`src/spcs_pkg.sv`:
```
// package: register map, field positions, rate constants and state types of the serial port
package spcs_pkg;
  localparam int SPCS_AW = 8;
  localparam logic [7:0] SPCS_TXCTL_OFF = 8'h00;
  localparam logic [7:0] SPCS_RXCTL_OFF = 8'h04;
  localparam logic [7:0] SPCS_BAUD_OFF = 8'h08;
  localparam logic [7:0] SPCS_DIVLO_OFF = 8'h0c;
  localparam logic [7:0] SPCS_DIVHI_OFF = 8'h10;
  localparam logic [7:0] SPCS_RXDATA_OFF = 8'h14;
  localparam logic [7:0] SPCS_TXDATA_OFF = 8'h18;
  // transmit control/status fields
  localparam int SPCS_TX_CLOCK_SOURCE_SELECT = 7;
  localparam int SPCS_TX_TX9 = 6;
  localparam int SPCS_TX_TRANSMIT_ENABLE_BIT = 5;
  localparam int SPCS_TX_SYNC = 4;
  localparam int SPCS_TX_BREAK_REQUEST = 3;
  localparam int SPCS_TX_HIGH_SPEED_SELECT = 2;
  localparam int SPCS_TX_SHIFTER_EMPTY_FLAG = 1;
  localparam int SPCS_TX_TX_NINTH_BIT = 0;
  // receive control/status fields
  localparam int SPCS_RX_PORT_ENABLE = 7;
  localparam int SPCS_RX_RX9 = 6;
  localparam int SPCS_RX_SINGLE_RECEIVE_ENABLE = 5;
  localparam int SPCS_RX_CONTINUOUS_RECEIVE_ENABLE = 4;
  localparam int SPCS_RX_ADDRESS_DETECT_ENABLE = 3;
  // baud control fields
  localparam int SPCS_BC_AUTOBAUD_OVERFLOW_FLAG = 7;
  localparam int SPCS_BC_POLARITY_SELECT = 4;
  localparam int SPCS_BC_GENERATOR_WIDTH_SELECT = 3;
  localparam int SPCS_BC_WUE = 1;
  localparam int SPCS_BC_AUTOBAUD_ENABLE = 0;
  localparam logic [7:0] SPCS_BAUD_WMASK = 8'h1b;
  // ticks of the baud generator per bit
  localparam logic [6:0] SPCS_PRE_SLOW = 7'h40;
  localparam logic [6:0] SPCS_PRE_MID = 7'h10;
  localparam logic [6:0] SPCS_PRE_FAST = 7'h04;
  localparam logic [3:0] SPCS_NB8 = 4'h8;
  localparam logic [3:0] SPCS_NB9 = 4'h9;
  localparam logic [3:0] SPCS_BRK_BITS = 4'hc;
  localparam logic [2:0] SPCS_ABD_FALLS = 3'h4;
  // buffered word: {framing error, ninth bit, data}
  localparam int SPCS_HD_W = 10;
  localparam int SPCS_HD_FRAMING_ERROR_FLAG = 9;
  localparam int SPCS_HD_B9 = 8;
  typedef enum logic [3:0] {
    SPCS_RX_IDLE = 4'b0001, SPCS_RX_START = 4'b0010, SPCS_RX_DATA = 4'b0100, SPCS_RX_STOP = 4'b1000
  } spcs_rx_st_t;
  typedef enum logic [3:0] {
    SPCS_TX_IDLE = 4'b0001, SPCS_TX_START = 4'b0010, SPCS_TX_DATA = 4'b0100, SPCS_TX_STOP = 4'b1000
  } spcs_tx_st_t;
  typedef enum logic [2:0] {
    SPCS_SY_IDLE = 3'b001, SPCS_SY_XFER = 3'b010, SPCS_SY_LAST = 3'b100
  } spcs_sy_st_t;
endpackage

```
`src/spcs_rx_fifo.sv`:
```
// module: small receive character buffer with a registered head word
`timescale 1ns/1ps
module spcs_rx_fifo #(
  parameter int WIDTH = 10,
  parameter int DEPTH = 2
) (
  input wire logic clk,
  input wire logic rst_n,
  input wire logic clr,
  input wire logic push,
  input wire logic [WIDTH-1:0] push_data,
  input wire logic pop,
  output logic full,
  output logic head_valid_q,
  output logic [WIDTH-1:0] head_q
);
  localparam int PW = (DEPTH > 1) ? $clog2(DEPTH) : 1;
  localparam int CW = $clog2(DEPTH + 1);
  logic [WIDTH-1:0] mem_q [DEPTH];
  logic [PW-1:0] wr_ptr_q;
  logic [PW-1:0] rd_ptr_q;
  logic [CW-1:0] count_q;
  logic empty;
  logic do_push;
  logic do_pop;

  function automatic logic [PW-1:0] bump(input logic [PW-1:0] p);
    bump = (p == PW'(DEPTH - 1)) ? '0 : p + PW'(1);
  endfunction

  assign full = (count_q == CW'(DEPTH));
  assign empty = (count_q == '0);
  assign do_push = push && !full;
  assign do_pop = pop && !empty;

  always_ff @(posedge clk or negedge rst_n) begin
    if (!rst_n) begin
      wr_ptr_q <= '0;
      rd_ptr_q <= '0;
      count_q <= '0;
    end else if (clr) begin
      wr_ptr_q <= '0;
      rd_ptr_q <= '0;
      count_q <= '0;
    end else begin
      if (do_push) wr_ptr_q <= bump(wr_ptr_q);
      if (do_pop) rd_ptr_q <= bump(rd_ptr_q);
      if (do_push && !do_pop) count_q <= count_q + CW'(1);
      else if (do_pop && !do_push) count_q <= count_q - CW'(1);
    end
  end

  // storage needs no reset; head and valid lag the pointers by one cycle together
  always_ff @(posedge clk) begin
    if (do_push) mem_q[wr_ptr_q] <= push_data;
  end

  always_ff @(posedge clk or negedge rst_n) begin
    if (!rst_n) begin
      head_q <= '0;
      head_valid_q <= 1'b0;
    end else begin
      head_q <= mem_q[rd_ptr_q];
      head_valid_q <= !empty && !clr;
    end
  end
endmodule

```
`src/spcs_port.sv`:
```
// module: registers, baud generator and serial engines of the combined async/sync serial port
//
// Design decisions made here: the APB register port and the address map.
`timescale 1ns/1ps
// Functional notes
// - sync mode: clock source bit set makes us clock master, clear makes us slave
// - tx nine-bit select picks 9 or 8 bit characters; ninth bit from register
// - async break request sends a break on next transmission, cleared when done
// - shifter empty flag is read-only, 1 when transmit shifter empty, resets to 1
// - sync mode: continuous receive, and single receive when master, take priority over transmit enable
// - port enable routes the pins to the port; clear holds the port in reset
// - rx nine-bit select makes the receiver shift 9 or 8 bits
// - sync master: single receive does one character, then hardware clears it
// - continuous receive switches async receiver; in sync it runs and overrides single
// - 9-bit async with address detect: only characters with ninth bit 1 are kept
// - without address detect every character kept; 8-bit mode ignores address detect
// - framing flag read-only, changes only as buffered characters are read and arrive, or when port enable is cleared
// - overrun flag read-only, cleared by clearing continuous receive
// - received ninth bit is shown unchecked; parity is left to firmware
// - async auto-baud overflow flag shows the auto-baud timer wrapped
// - receiver idle flag 1 when idle, 0 from start bit to end, resets to 1
// - polarity: async inverts transmit pin data; sync picks the clocking edge
// - generator width picks 16 or 8 bit divisor; high speed bit sets async rate
// - wake-up: wait for falling edge only, set receive flag, then clear itself
// - auto-baud enable starts rate detection; hardware clears it when complete
// - two-character buffer; a third full character sets overrun and stops reception
// - start bit rechecked at half bit, abandoned silently if high; majority sampling
// - each buffered character keeps its framing status; flag shows the oldest
module spcs_port #(
  parameter int FIFO_DEPTH = 2
) (
  input wire logic pclk,
  input wire logic presetn,
  input wire logic [spcs_pkg::SPCS_AW-1:0] paddr,
  input wire logic psel,
  input wire logic penable,
  input wire logic pwrite,
  input wire logic [31:0] pwdata,
  output logic [31:0] prdata,
  output logic pready,
  output logic pslverr,
  input wire logic rxdt_in,
  output logic rxdt_out,
  output logic rxdt_oe,
  input wire logic txck_in,
  output logic txck_out,
  output logic txck_oe,
  output logic rx_flag
);
  import spcs_pkg::*;

  function automatic logic [6:0] prescale(input logic syn, input logic w16, input logic hs);
    if (syn || (w16 && hs)) prescale = SPCS_PRE_FAST;
    else if (w16 || hs) prescale = SPCS_PRE_MID;
    else prescale = SPCS_PRE_SLOW;
  endfunction

  function automatic logic maj3(input logic a, input logic b, input logic c);
    maj3 = (a & b) | (a & c) | (b & c);
  endfunction

  logic clock_source_select_q, tx9_q, transmit_enable_bit_q, sync_q, break_request_q, high_speed_select_q, tx_ninth_bit_q;
  logic port_enable_q, rx9_q, single_receive_enable_q, continuous_receive_enable_q, address_detect_enable_q, overrun_error_flag_q;
  logic autobaud_overflow_flag_q, polarity_select_q, generator_width_select_q, wue_q, autobaud_enable_q, wake_q;
  logic [15:0] div_q;
  logic [15:0] brg_q;
  logic [7:0] txbuf_q;
  logic txbuf_full_q, rx_prev_q, ck_prev_q;
  spcs_rx_st_t rx_st_q, rx_st_d;
  spcs_tx_st_t tx_st_q, tx_st_d;
  spcs_sy_st_t sy_st_q;
  logic [6:0] rx_cnt_q, rx_cnt_d, tx_cnt_q, sy_cnt_q;
  logic [3:0] rx_bit_q, rx_bit_d, tx_bit_q, sy_bit_q;
  logic [8:0] rsr_q, rsr_d, tsr_q, sy_sr_q;
  logic [1:0] vote_q;
  logic brk_q, sy_rx_q, sy_pend_q, abd_run_q;
  logic [2:0] abd_falls_q;
  logic [9:0] abd_pre_q;
  logic [15:0] abd_cnt_q;
  logic [SPCS_HD_W-1:0] head_q;
  logic head_valid_q;

  // bus decode
  wire wr_en = psel && penable && pwrite;
  wire rd_en = psel && penable && !pwrite;
  wire sel_tx = (paddr == SPCS_TXCTL_OFF);
  wire sel_rx = (paddr == SPCS_RXCTL_OFF);
  wire sel_bc = (paddr == SPCS_BAUD_OFF);
  wire sel_dl = (paddr == SPCS_DIVLO_OFF);
  wire sel_dh = (paddr == SPCS_DIVHI_OFF);
  wire sel_rd = (paddr == SPCS_RXDATA_OFF);
  wire sel_td = (paddr == SPCS_TXDATA_OFF);
  wire mapped = sel_tx | sel_rx | sel_bc | sel_dl | sel_dh | sel_rd | sel_td;
  wire div_wr = wr_en && (sel_dl || sel_dh);
  wire rxdata_rd = rd_en && sel_rd;
  assign pready = 1'b1;
  assign pslverr = psel && penable && !mapped;

  // shared timing
  wire [6:0] pre = prescale(sync_q, generator_width_select_q, high_speed_select_q);
  wire [6:0] half = pre >> 1;
  wire [15:0] brg_reload = generator_width_select_q ? div_q : {8'h00, div_q[7:0]};
  wire brg_tick = (brg_q == 16'h0000);
  wire rx_fall = rx_prev_q && !rxdt_in;
  wire async_on = port_enable_q && !sync_q;
  wire sy_on = port_enable_q && sync_q;

  // async receiver
  wire rx_on = async_on && continuous_receive_enable_q && !overrun_error_flag_q && !wue_q && !autobaud_enable_q;
  wire [3:0] nb_rx = rx9_q ? SPCS_NB9 : SPCS_NB8;
  wire rx_bitval = maj3(vote_q[1], vote_q[0], rxdt_in);
  wire rx_end = brg_tick && (rx_cnt_q == pre - 7'h01);
  wire a_done = (rx_st_q == SPCS_RX_STOP) && rx_end && rx_on;
  wire [8:0] a_word = rx9_q ? rsr_q : {1'b0, rsr_q[8:1]};
  wire a_keep = !(rx9_q && address_detect_enable_q) || rsr_q[8];

  always_comb begin
    rx_st_d = rx_st_q;
    rx_cnt_d = brg_tick ? rx_cnt_q + 7'h01 : rx_cnt_q;
    rx_bit_d = rx_bit_q;
    rsr_d = rsr_q;
    case (rx_st_q)
      SPCS_RX_IDLE: begin
        rx_cnt_d = '0;
        if (rx_on && rx_fall) rx_st_d = SPCS_RX_START;
      end
      SPCS_RX_START: if (brg_tick && rx_cnt_q == half - 7'h01) begin
        rx_cnt_d = '0;
        rx_bit_d = '0;
        rx_st_d = rxdt_in ? SPCS_RX_IDLE : SPCS_RX_DATA;
      end
      SPCS_RX_DATA: if (rx_end) begin
        rx_cnt_d = '0;
        rsr_d = {rx_bitval, rsr_q[8:1]};
        rx_bit_d = rx_bit_q + 4'h1;
        if (rx_bit_q == nb_rx - 4'h1) rx_st_d = SPCS_RX_STOP;
      end
      SPCS_RX_STOP: if (rx_end) rx_st_d = SPCS_RX_IDLE;
      default: rx_st_d = SPCS_RX_IDLE;
    endcase
    if (!rx_on) rx_st_d = SPCS_RX_IDLE;
  end

  always_ff @(posedge pclk or negedge presetn) begin
    if (!presetn) begin
      rx_st_q <= SPCS_RX_IDLE;
      rx_cnt_q <= '0;
      rx_bit_q <= '0;
      rsr_q <= '0;
      vote_q <= '0;
    end else begin
      rx_st_q <= rx_st_d;
      rx_cnt_q <= rx_cnt_d;
      rx_bit_q <= rx_bit_d;
      rsr_q <= rsr_d;
      if (brg_tick) vote_q <= {vote_q[0], rxdt_in};
    end
  end

  // async transmitter
  wire tx_on = async_on && transmit_enable_bit_q;
  wire tx_end = brg_tick && (tx_cnt_q == pre - 7'h01);
  wire [3:0] nb_tx = brk_q ? SPCS_BRK_BITS : (tx9_q ? SPCS_NB9 : SPCS_NB8);
  wire tx_load = (tx_st_q == SPCS_TX_IDLE) && tx_on && txbuf_full_q;
  wire brk_done = (tx_st_q == SPCS_TX_STOP) && tx_end && brk_q;
  wire tx_line = (tx_st_q == SPCS_TX_START) ? 1'b0 :
                 (tx_st_q == SPCS_TX_DATA) ? (tsr_q[0] && !brk_q) : 1'b1;

  always_comb begin
    tx_st_d = tx_st_q;
    case (tx_st_q)
      SPCS_TX_IDLE: if (tx_load) tx_st_d = SPCS_TX_START;
      SPCS_TX_START: if (tx_end) tx_st_d = SPCS_TX_DATA;
      SPCS_TX_DATA: if (tx_end && tx_bit_q == nb_tx - 4'h1) tx_st_d = SPCS_TX_STOP;
      SPCS_TX_STOP: if (tx_end) tx_st_d = SPCS_TX_IDLE;
      default: tx_st_d = SPCS_TX_IDLE;
    endcase
    if (!tx_on) tx_st_d = SPCS_TX_IDLE;
  end

  always_ff @(posedge pclk or negedge presetn) begin
    if (!presetn) begin
      tx_st_q <= SPCS_TX_IDLE;
      tx_cnt_q <= '0;
      tx_bit_q <= '0;
      tsr_q <= '0;
      brk_q <= 1'b0;
    end else begin
      tx_st_q <= tx_st_d;
      tx_cnt_q <= (tx_st_q == SPCS_TX_IDLE || tx_end) ? '0 : tx_cnt_q + (brg_tick ? 7'h01 : 7'h00);
      if (tx_load) begin
        tsr_q <= {tx_ninth_bit_q, txbuf_q};
        brk_q <= break_request_q;
        tx_bit_q <= '0;
      end else if (tx_st_q == SPCS_TX_DATA && tx_end) begin
        tsr_q <= {1'b0, tsr_q[8:1]};
        tx_bit_q <= tx_bit_q + 4'h1;
      end
    end
  end

  // synchronous engine: receive requests outrank transmit
  wire sy_rx_req = continuous_receive_enable_q || (single_receive_enable_q && clock_source_select_q);
  wire sy_start_rx = sy_rx_req && !overrun_error_flag_q;
  wire sy_start_tx = !sy_rx_req && transmit_enable_bit_q && txbuf_full_q;
  wire sy_idle = (sy_st_q == SPCS_SY_IDLE);
  wire sy_go = sy_on && sy_idle && (sy_start_rx || sy_start_tx);
  wire [3:0] nb_sy = (sy_rx_q ? rx9_q : tx9_q) ? SPCS_NB9 : SPCS_NB8;
  wire sy_xfer = (sy_st_q == SPCS_SY_XFER);
  wire ck_rise = !ck_prev_q && txck_in;
  wire ck_fall = ck_prev_q && !txck_in;
  // master samples at mid-bit, slave samples on the edge the polarity picks
  wire sy_smp = sy_xfer && (clock_source_select_q ? (brg_tick && sy_cnt_q == half - 7'h01) : (polarity_select_q ? ck_rise : ck_fall));
  wire sy_drv = sy_xfer && (clock_source_select_q ? (brg_tick && sy_cnt_q == pre - 7'h01) : (polarity_select_q ? ck_fall : ck_rise));
  wire sy_last = (sy_st_q == SPCS_SY_LAST);
  wire sy_single_done = sy_last && sy_rx_q && !continuous_receive_enable_q;
  wire [8:0] sy_word = (nb_sy == SPCS_NB9) ? sy_sr_q : {1'b0, sy_sr_q[8:1]};
  wire ck_lvl = (sy_xfer && clock_source_select_q && sy_cnt_q >= half) ^ !polarity_select_q;

  always_ff @(posedge pclk or negedge presetn) begin
    if (!presetn) begin
      sy_st_q <= SPCS_SY_IDLE;
      sy_rx_q <= 1'b0;
      sy_cnt_q <= '0;
      sy_bit_q <= '0;
      sy_sr_q <= '0;
      sy_pend_q <= 1'b0;
    end else if (!sy_on) begin
      sy_st_q <= SPCS_SY_IDLE;
    end else begin
      case (sy_st_q)
        SPCS_SY_IDLE: if (sy_go) begin
          sy_st_q <= SPCS_SY_XFER;
          sy_rx_q <= sy_start_rx;
          sy_cnt_q <= '0;
          sy_bit_q <= '0;
          sy_pend_q <= 1'b0;
          sy_sr_q <= {tx_ninth_bit_q, txbuf_q};
        end
        SPCS_SY_XFER: begin
          if (brg_tick) sy_cnt_q <= (sy_cnt_q == pre - 7'h01) ? '0 : sy_cnt_q + 7'h01;
          if (sy_smp) begin
            sy_bit_q <= sy_bit_q + 4'h1;
            sy_pend_q <= !sy_rx_q;
            if (sy_rx_q) sy_sr_q <= {rxdt_in, sy_sr_q[8:1]};
            if (sy_bit_q == nb_sy - 4'h1) sy_st_q <= SPCS_SY_LAST;
          end else if (sy_drv && sy_pend_q) begin
            sy_sr_q <= {1'b0, sy_sr_q[8:1]};
            sy_pend_q <= 1'b0;
          end
        end
        SPCS_SY_LAST: sy_st_q <= SPCS_SY_IDLE;
        default: sy_st_q <= SPCS_SY_IDLE;
      endcase
    end
  end

  // receive buffer
  wire push_req = (a_done && a_keep) || (sy_last && sy_rx_q);
  wire fifo_full;
  wire ovf_ev = push_req && fifo_full;
  wire [SPCS_HD_W-1:0] push_word = a_done ? {!rx_bitval, a_word} : {1'b0, sy_word};

  spcs_rx_fifo #(.WIDTH(SPCS_HD_W), .DEPTH(FIFO_DEPTH)) u_fifo (
    .clk(pclk),
    .rst_n(presetn),
    .clr(!port_enable_q),
    .push(push_req && !overrun_error_flag_q),
    .push_data(push_word),
    .pop(rxdata_rd),
    .full(fifo_full),
    .head_valid_q(head_valid_q),
    .head_q(head_q)
  );

  // auto-baud: five falling edges of a 0x55 character span eight bit times
  wire abd_act = async_on && autobaud_enable_q;
  wire [9:0] abd_scale = {pre, 3'b000};
  wire abd_wrap = abd_run_q && (abd_pre_q == abd_scale - 10'h001);
  wire abd_done = abd_run_q && rx_fall && (abd_falls_q == SPCS_ABD_FALLS - 3'h1);
  wire abd_ovf_ev = abd_wrap && (abd_cnt_q == 16'hffff);
  wire wake_ev = async_on && wue_q && rx_fall;

  always_ff @(posedge pclk or negedge presetn) begin
    if (!presetn) begin
      abd_run_q <= 1'b0;
      abd_falls_q <= '0;
      abd_pre_q <= '0;
      abd_cnt_q <= '0;
    end else if (!abd_act || abd_done) begin
      abd_run_q <= 1'b0;
    end else if (!abd_run_q) begin
      abd_run_q <= rx_fall;
      abd_falls_q <= '0;
      abd_pre_q <= '0;
      abd_cnt_q <= '0;
    end else begin
      if (rx_fall) abd_falls_q <= abd_falls_q + 3'h1;
      abd_pre_q <= abd_wrap ? '0 : abd_pre_q + 10'h001;
      if (abd_wrap) abd_cnt_q <= abd_cnt_q + 16'h0001;
    end
  end

  // baud generator restarts on a divisor write so a new rate applies at once
  always_ff @(posedge pclk or negedge presetn) begin
    if (!presetn) brg_q <= '0;
    else if (!port_enable_q || div_wr) brg_q <= '0;
    else brg_q <= brg_tick ? brg_reload : brg_q - 16'h0001;
  end

  // software registers; a software set outranks a same-cycle hardware clear
  always_ff @(posedge pclk or negedge presetn) begin
    if (!presetn) begin
      {clock_source_select_q, tx9_q, transmit_enable_bit_q, sync_q, high_speed_select_q, tx_ninth_bit_q} <= '0;
      {port_enable_q, rx9_q, continuous_receive_enable_q, address_detect_enable_q, polarity_select_q, generator_width_select_q} <= '0;
      div_q <= '0;
    end else begin
      if (wr_en && sel_tx) begin
        clock_source_select_q <= pwdata[SPCS_TX_CLOCK_SOURCE_SELECT];
        tx9_q <= pwdata[SPCS_TX_TX9];
        transmit_enable_bit_q <= pwdata[SPCS_TX_TRANSMIT_ENABLE_BIT];
        sync_q <= pwdata[SPCS_TX_SYNC];
        high_speed_select_q <= pwdata[SPCS_TX_HIGH_SPEED_SELECT];
        tx_ninth_bit_q <= pwdata[SPCS_TX_TX_NINTH_BIT];
      end
      if (wr_en && sel_rx) begin
        port_enable_q <= pwdata[SPCS_RX_PORT_ENABLE];
        rx9_q <= pwdata[SPCS_RX_RX9];
        continuous_receive_enable_q <= pwdata[SPCS_RX_CONTINUOUS_RECEIVE_ENABLE];
        address_detect_enable_q <= pwdata[SPCS_RX_ADDRESS_DETECT_ENABLE];
      end
      if (wr_en && sel_bc) begin
        polarity_select_q <= pwdata[SPCS_BC_POLARITY_SELECT];
        generator_width_select_q <= pwdata[SPCS_BC_GENERATOR_WIDTH_SELECT];
      end
      if (wr_en && sel_dl) div_q[7:0] <= pwdata[7:0];
      else if (wr_en && sel_dh) div_q[15:8] <= pwdata[7:0];
      else if (abd_done) div_q <= (abd_cnt_q == 16'h0000) ? 16'h0000 : abd_cnt_q - 16'h0001;
    end
  end

  always_ff @(posedge pclk or negedge presetn) begin
    if (!presetn) begin
      {break_request_q, single_receive_enable_q, wue_q, autobaud_enable_q, autobaud_overflow_flag_q, overrun_error_flag_q, wake_q, txbuf_full_q} <= '0;
      txbuf_q <= '0;
    end else begin
      if (wr_en && sel_tx) break_request_q <= pwdata[SPCS_TX_BREAK_REQUEST];
      else if (brk_done) break_request_q <= 1'b0;
      if (wr_en && sel_rx) single_receive_enable_q <= pwdata[SPCS_RX_SINGLE_RECEIVE_ENABLE];
      else if (sy_single_done) single_receive_enable_q <= 1'b0;
      if (wr_en && sel_bc) wue_q <= pwdata[SPCS_BC_WUE];
      else if (wake_ev) wue_q <= 1'b0;
      if (wr_en && sel_bc) autobaud_enable_q <= pwdata[SPCS_BC_AUTOBAUD_ENABLE];
      else if (abd_done) autobaud_enable_q <= 1'b0;
      if (abd_ovf_ev) autobaud_overflow_flag_q <= 1'b1;
      else if (wr_en && sel_bc && pwdata[SPCS_BC_AUTOBAUD_ENABLE]) autobaud_overflow_flag_q <= 1'b0;
      if (ovf_ev) overrun_error_flag_q <= 1'b1;
      else if (!continuous_receive_enable_q || !port_enable_q) overrun_error_flag_q <= 1'b0;
      if (wake_ev) wake_q <= 1'b1;
      else if (rxdata_rd || !port_enable_q) wake_q <= 1'b0;
      if (wr_en && sel_td) txbuf_q <= pwdata[7:0];
      if (wr_en && sel_td) txbuf_full_q <= 1'b1;
      else if (tx_load || (sy_go && sy_start_tx) || !port_enable_q) txbuf_full_q <= 1'b0;
    end
  end

  always_ff @(posedge pclk or negedge presetn) begin
    if (!presetn) begin
      rx_prev_q <= 1'b1;
      ck_prev_q <= 1'b1;
    end else begin
      rx_prev_q <= rxdt_in;
      ck_prev_q <= txck_in;
    end
  end

  // status and read mux
  wire shifter_empty_flag = (tx_st_q == SPCS_TX_IDLE) && !(!sy_idle && !sy_rx_q);
  wire receiver_idle_flag = (rx_st_q == SPCS_RX_IDLE);
  wire framing_error_flag = head_valid_q && head_q[SPCS_HD_FRAMING_ERROR_FLAG];
  wire rx_ninth_bit = head_valid_q && head_q[SPCS_HD_B9];
  wire [7:0] tx_rd = {clock_source_select_q, tx9_q, transmit_enable_bit_q, sync_q, break_request_q, high_speed_select_q, shifter_empty_flag, tx_ninth_bit_q};
  wire [7:0] rx_rd = {port_enable_q, rx9_q, single_receive_enable_q, continuous_receive_enable_q, address_detect_enable_q, framing_error_flag, overrun_error_flag_q, rx_ninth_bit};
  wire [7:0] bc_rd = {autobaud_overflow_flag_q, receiver_idle_flag, 1'b0, polarity_select_q, generator_width_select_q, 1'b0, wue_q, autobaud_enable_q} & (SPCS_BAUD_WMASK | 8'hc0);
  wire [7:0] rd_byte = sel_tx ? tx_rd : sel_rx ? rx_rd : sel_bc ? bc_rd : sel_dl ? div_q[7:0] :
                       sel_dh ? div_q[15:8] : sel_rd ? head_q[7:0] : 8'h00;
  assign prdata = {24'h000000, rd_byte};

  // pins
  assign txck_out = sync_q ? ck_lvl : (tx_line ^ polarity_select_q);
  assign txck_oe = port_enable_q && (!sync_q || clock_source_select_q);
  assign rxdt_out = sy_sr_q[0];
  assign rxdt_oe = sy_on && sy_xfer && !sy_rx_q;
  assign rx_flag = head_valid_q || wake_q;
endmodule

```
`config.mk`:
```
export PLATFORM = sky130hd
export DESIGN_NAME = spcs_port
export DESIGN_NICKNAME = d
export VERILOG_FILES = /design/src/spcs_pkg.sv /design/src/spcs_rx_fifo.sv /design/src/spcs_port.sv
export SDC_FILE = /design/constraint.sdc
export NUM_CORES = 1
export LEC_CHECK = 0
export ABC_AREA = 1
export BUFFER_PORTS_ARGS = -buffer_cell sky130_fd_sc_hd__buf_2
export CAP_MARGIN = 30
export CORE_MARGIN = 4
export CORE_UTILIZATION = 61
export DETAILED_ROUTE_END_ITERATION = 6
export PLACE_DENSITY = 0.79
export SETUP_SLACK_MARGIN = 0.5
export SYNTH_ARGS = -nofsm -noshare
export SYNTH_HDL_FRONTEND = slang
export SYNTH_SLANG_ARGS = --single-unit
```
`constraint.sdc`:
```
create_clock -name pclk -period 5.06 [get_ports pclk]
set_input_delay 0.253 -clock pclk [delete_from_list [all_inputs] [get_ports pclk]]
set_output_delay 0.253 -clock pclk [all_outputs]
set_load 0.01 [all_outputs]
```
==> impl_metrics.py <==
metrics = {
    "status": {
        "status": "completed",
    },
    "finish": {
        "n_fill_cell": 1466,
        "area_growth_pct": 8.31,
        "stdcell_count": 1679,
        "layout_commonest_cell": "nand2_1",
        "drive_above_1_share_pct": 11.1,
        "fin_nets": 1498,
        "mostFrequentLayoutCells": "nand2_1, dfrtp_1, inv_1",
        "diodes": 0,
    },
    "pwr": {
        "p_int_w": 0.00254,
        "p_sw_w": 0.000748,
        "total_power_w": 0.00329,
        "vdd_ir_drop_max_v": 0.000225,
        "switching_share_pct": 22.7,
        "leakage_nw": 5.72,
        "powerDensity_nw_per_um2": 267,
        "p_clk_share_pct": 45.6,
        "combPwrFrac_pct": 3.8,
        "power_frac_seq_pct": 50.6,
    },
    "drt": {
        "route.vias.total": 9807,
        "drc": 0,
        "first_iter_violations": 1043,
        "wire_per_inst_microns": 16.9,
        "drt_wl_total_mm": 28.4,
        "vias_per_cell": 5.84,
        "drt_first_pass_iters": 5,
        "antenna_left": 0,
    },
    "die": {
        "boundaryPins": 86,
        "std_cell_rows": 49,
        "die_x_microns": 144,
        "dieHeight_microns": 144,
        "start_util_pct": 62.6,
        "die-area_sq_um": 20900,
        "coreArea_sq_um": 18100,
    },
    "timing": {
        "max_slew_margin_pct": 37.7,
        "clock_skew_ns": 0.0103,
        "post-route-period-util_pct": 63.5,
        "rsz0062_at_grt": "no",
        "maxSlewViolCount": 0,
        "whs_ns": 0.0685,
        "hold_violations": 0,
        "tns_ns": 0,
        "setup_ws_ns": 1.84,
        "tightestPinTransition_ns": 0.932,
        "setup_viol": 0,
        "finalCriticalPeriod_ns": 3.22,
        "fmax_mhz": 311,
    },
    "placed_design": {
        "pre_cts_ws_ns": 1.92,
        "gp_congestion": 0.956,
        "dp.cells": 1635,
        "portBuffers": 36,
        "dpl.hpwl_mm": 21.0,
    },
    "synthesis": {
        "synthTopCellsByArea": "dfrtp_1, nand2_1, inv_1",
        "async_flop_share_pct": 90.1,
        "ys_ff_latch": 203,
        "synth_cell_types": 63,
        "synth_flop_cell": "dfrtp_1",
        "synth_edf_count": 20,
        "synth_cells": 1401,
        "synth_area_sq_um": 11400,
        "yosys_warnings": 0,
        "ys_seq_area_share_pct": 45.6,
        "syn_area_per_cell_sq_um": 8.11,
        "yosys.area.top_type_share_pct": 39.2,
        "yosys.area.top_type": "dfrtp_1",
    },
    "setup_path": {
        "crit_family": "simple AND/OR/NAND/NOR gates",
        "start_kind": "flip-flop",
        "path_max_fanout": 13,
        "crit_type": "flip-flop to output port",
        "cp_slowest_cell": "dfrtp_1",
        "worstPathRequired_ns": 4.81,
        "end_kind": "output port",
        "arrival_ns": 2.96,
        "crit_path_max_incr_delay_ns": 0.55,
        "worst-path-buf-inv": 3,
        "critical_path.cell_chain": "nand2_2 -> nand2_4 -> inv_2 -> o21ai_0 -> ha_1 -> or2_2 -> a21oi_1 -> o21ai_0 -> nand3_1 -> a21oi_1 -> xor2_1 -> inv_1 -> buf_2",
    },
    "clock_network": {
        "cts.repair.resized": 0,
        "clock-root-buffer": "clkbuf_16",
        "cts.sinks": 203,
        "numCtsBuffers": 23,
        "cts_buffer_depth": 3,
        "htree_levels": 1,
        "postCtsSetupBuffers": 0,
        "ctsHoldBuffers": 3,
        "clock_latency_ns": 0.51,
        "clkTransAtPathRegs_ns": 0.06,
        "cts_tree": "yes",
    },
    "grt": {
        "grt_pass1_vias": 9295,
        "antenna_found_initial": 0,
        "overflow": 0,
        "grt_max_degree": 108,
        "grt_pass1_wl_mm": 46.6,
        "gr-usage-all-layers_pct": 27.8,
    },
    "min_path": {
        "min_path_type": "input port to flip-flop",
    },
    "flow_run": {
        "cap_viol_max_count": 0,
    },
}
synth_stat cells (2+ instances only):
library cell	n
nand2_1	295
dfrtp_1	178
inv_1	169
o21ai_0	106
nand3_1	102
nor2_1	101
a21oi_1	51
xor2_1	37
nor3_1	36
nand4_1	29
buf_4	28
o211ai_1	23
edfxtp_1	20
o21ai_1	17
ha_1	16
clkbuf_1	15
inv_2	15
nand2_2	14
nor2_2	11
mux2_2	10
o31ai_1	10
a22oi_1	9
a211oi_1	7
buf_2	7
nor2_4	7
nand2_4	6
nor4_1	6
o22ai_1	6
xnor2_1	6
dfstp_2	5
buf_6	4
nand3_2	4
nand3b_1	4
nor3_2	4
or2_2	4
a22o_1	3
nor3b_1	3
o41ai_1	3
buf_1	2
clkinv_1	2
conb_1	2
o21ai_2	2
o221ai_1	2
per-layer routing:
| layer | global-route usage, % | share of wire, % | up-vias |
|---|---|---|---|
| met3 | 5.36 | 8.6 | 74 |
| met4 | 9.77 | 3.8 | 0 |
| met5 | 0 | 0 | - |
| met1 | 39.1 | 42 | 4667 |
| li1 | - | - | 4683 |
| met2 | 43.5 | 45 | 383 |
worst reg2reg max path: cells and delay by family, from the launching register on:
kind | cells | cell delay, ns
and+or+nand+nor | 8 | 2.12
adders and majority gates | 1 | 0.21
DFF | 1 | 0.38
buffers and inverters | 1 | 0.10
sequential cells by signal (all words and copies together) (netlist names), 3 cells and up:
name and count:
sy_bit_q 4, rx_bit_q 4, tx_cnt_q 7, tx_bit_q 4
sy_sr_q 9, txbuf_q 8, rx_st_q 4, abd_pre_q 10
sy_cnt_q 7, u_fifo.mem_q 20, abd_falls_q 3, div_q 16
brg_q 16, tx_st_q 4, sy_st_q 3, abd_cnt_q 16
rx_cnt_q 7, tsr_q 9, u_fifo.head_q 10, rsr_q 9
power groups by stage:
stage / clock network (W) / logic, W / registers [W]
floorplan: 0 / 0.0000732 / 0.00169
finish: 0.00150 / 0.000124 / 0.00167
detailed placement: 0 / 0.000120 / 0.00169
global placement: 0 / 0.000118 / 0.00169
CTS: 0.00152 / 0.000122 / 0.00166
global route: 0.00160 / 0.000142 / 0.00166
cells by family after synthesis:
kind of cell             synth area share, %
buffers and inverters                   9.44
other                                 0.0661
flip-flops                              45.6
AO/OA/AOI/OAI                           13.1
multiplexers                           0.991
AND/OR/NAND/NOR                         25.7
XOR/XNOR                                3.31
adder cells (fa/ha/maj)                 1.76
layout make-up:
type                       instances  area, sq um  share of cell area (%)
sequential                       203         5190                    42.1
tap                              229          287                    2.33
multi-input combinational        976         5190                    42.2
clock buffer                      31          626                    5.08
timing repair buffer              42          259                    2.10
clock inverter                     9         41.3                   0.335
inverter                         189          718                    5.84
through the flow:
step | cell area [sq um] | utilization [%]
5_1_grt | 12300 | 67.8
6_report | 12300 | 67.8
2_1_floorplan | 11400 | -
3_3_place_gp | 11600 | 63.8
3_5_place_dp | 11600 | 63.8
4_1_cts | 12300 | 67.7
worst paths after layout:
path	startpoint	end	slack (ns)	depth (start not counted)
min in group asynchronous	presetn	sy_cnt_q[4]$_DFFE_PN0P_	0.16	2
worst min-delay path	pwdata[0]	autobaud_enable_q$_DFFE_PN0P_	0.07	3
max in group asynchronous	presetn	rx_st_q[0]$_DFFE_PN1P_	3.66	4
worst max-delay path	generator_width_select_q$_DFFE_PN0P_	txck_out	1.84	13
worst max register to register	brg_q[0]$_DFF_PN0_	u_fifo.mem_q[1][3]$_DFFE_PP_	1.88	10
worst min register to register	brg_q[0]$_DFF_PN0_	brg_q[0]$_DFF_PN0_	0.46	1
Power figures use the tool's default switching activity.
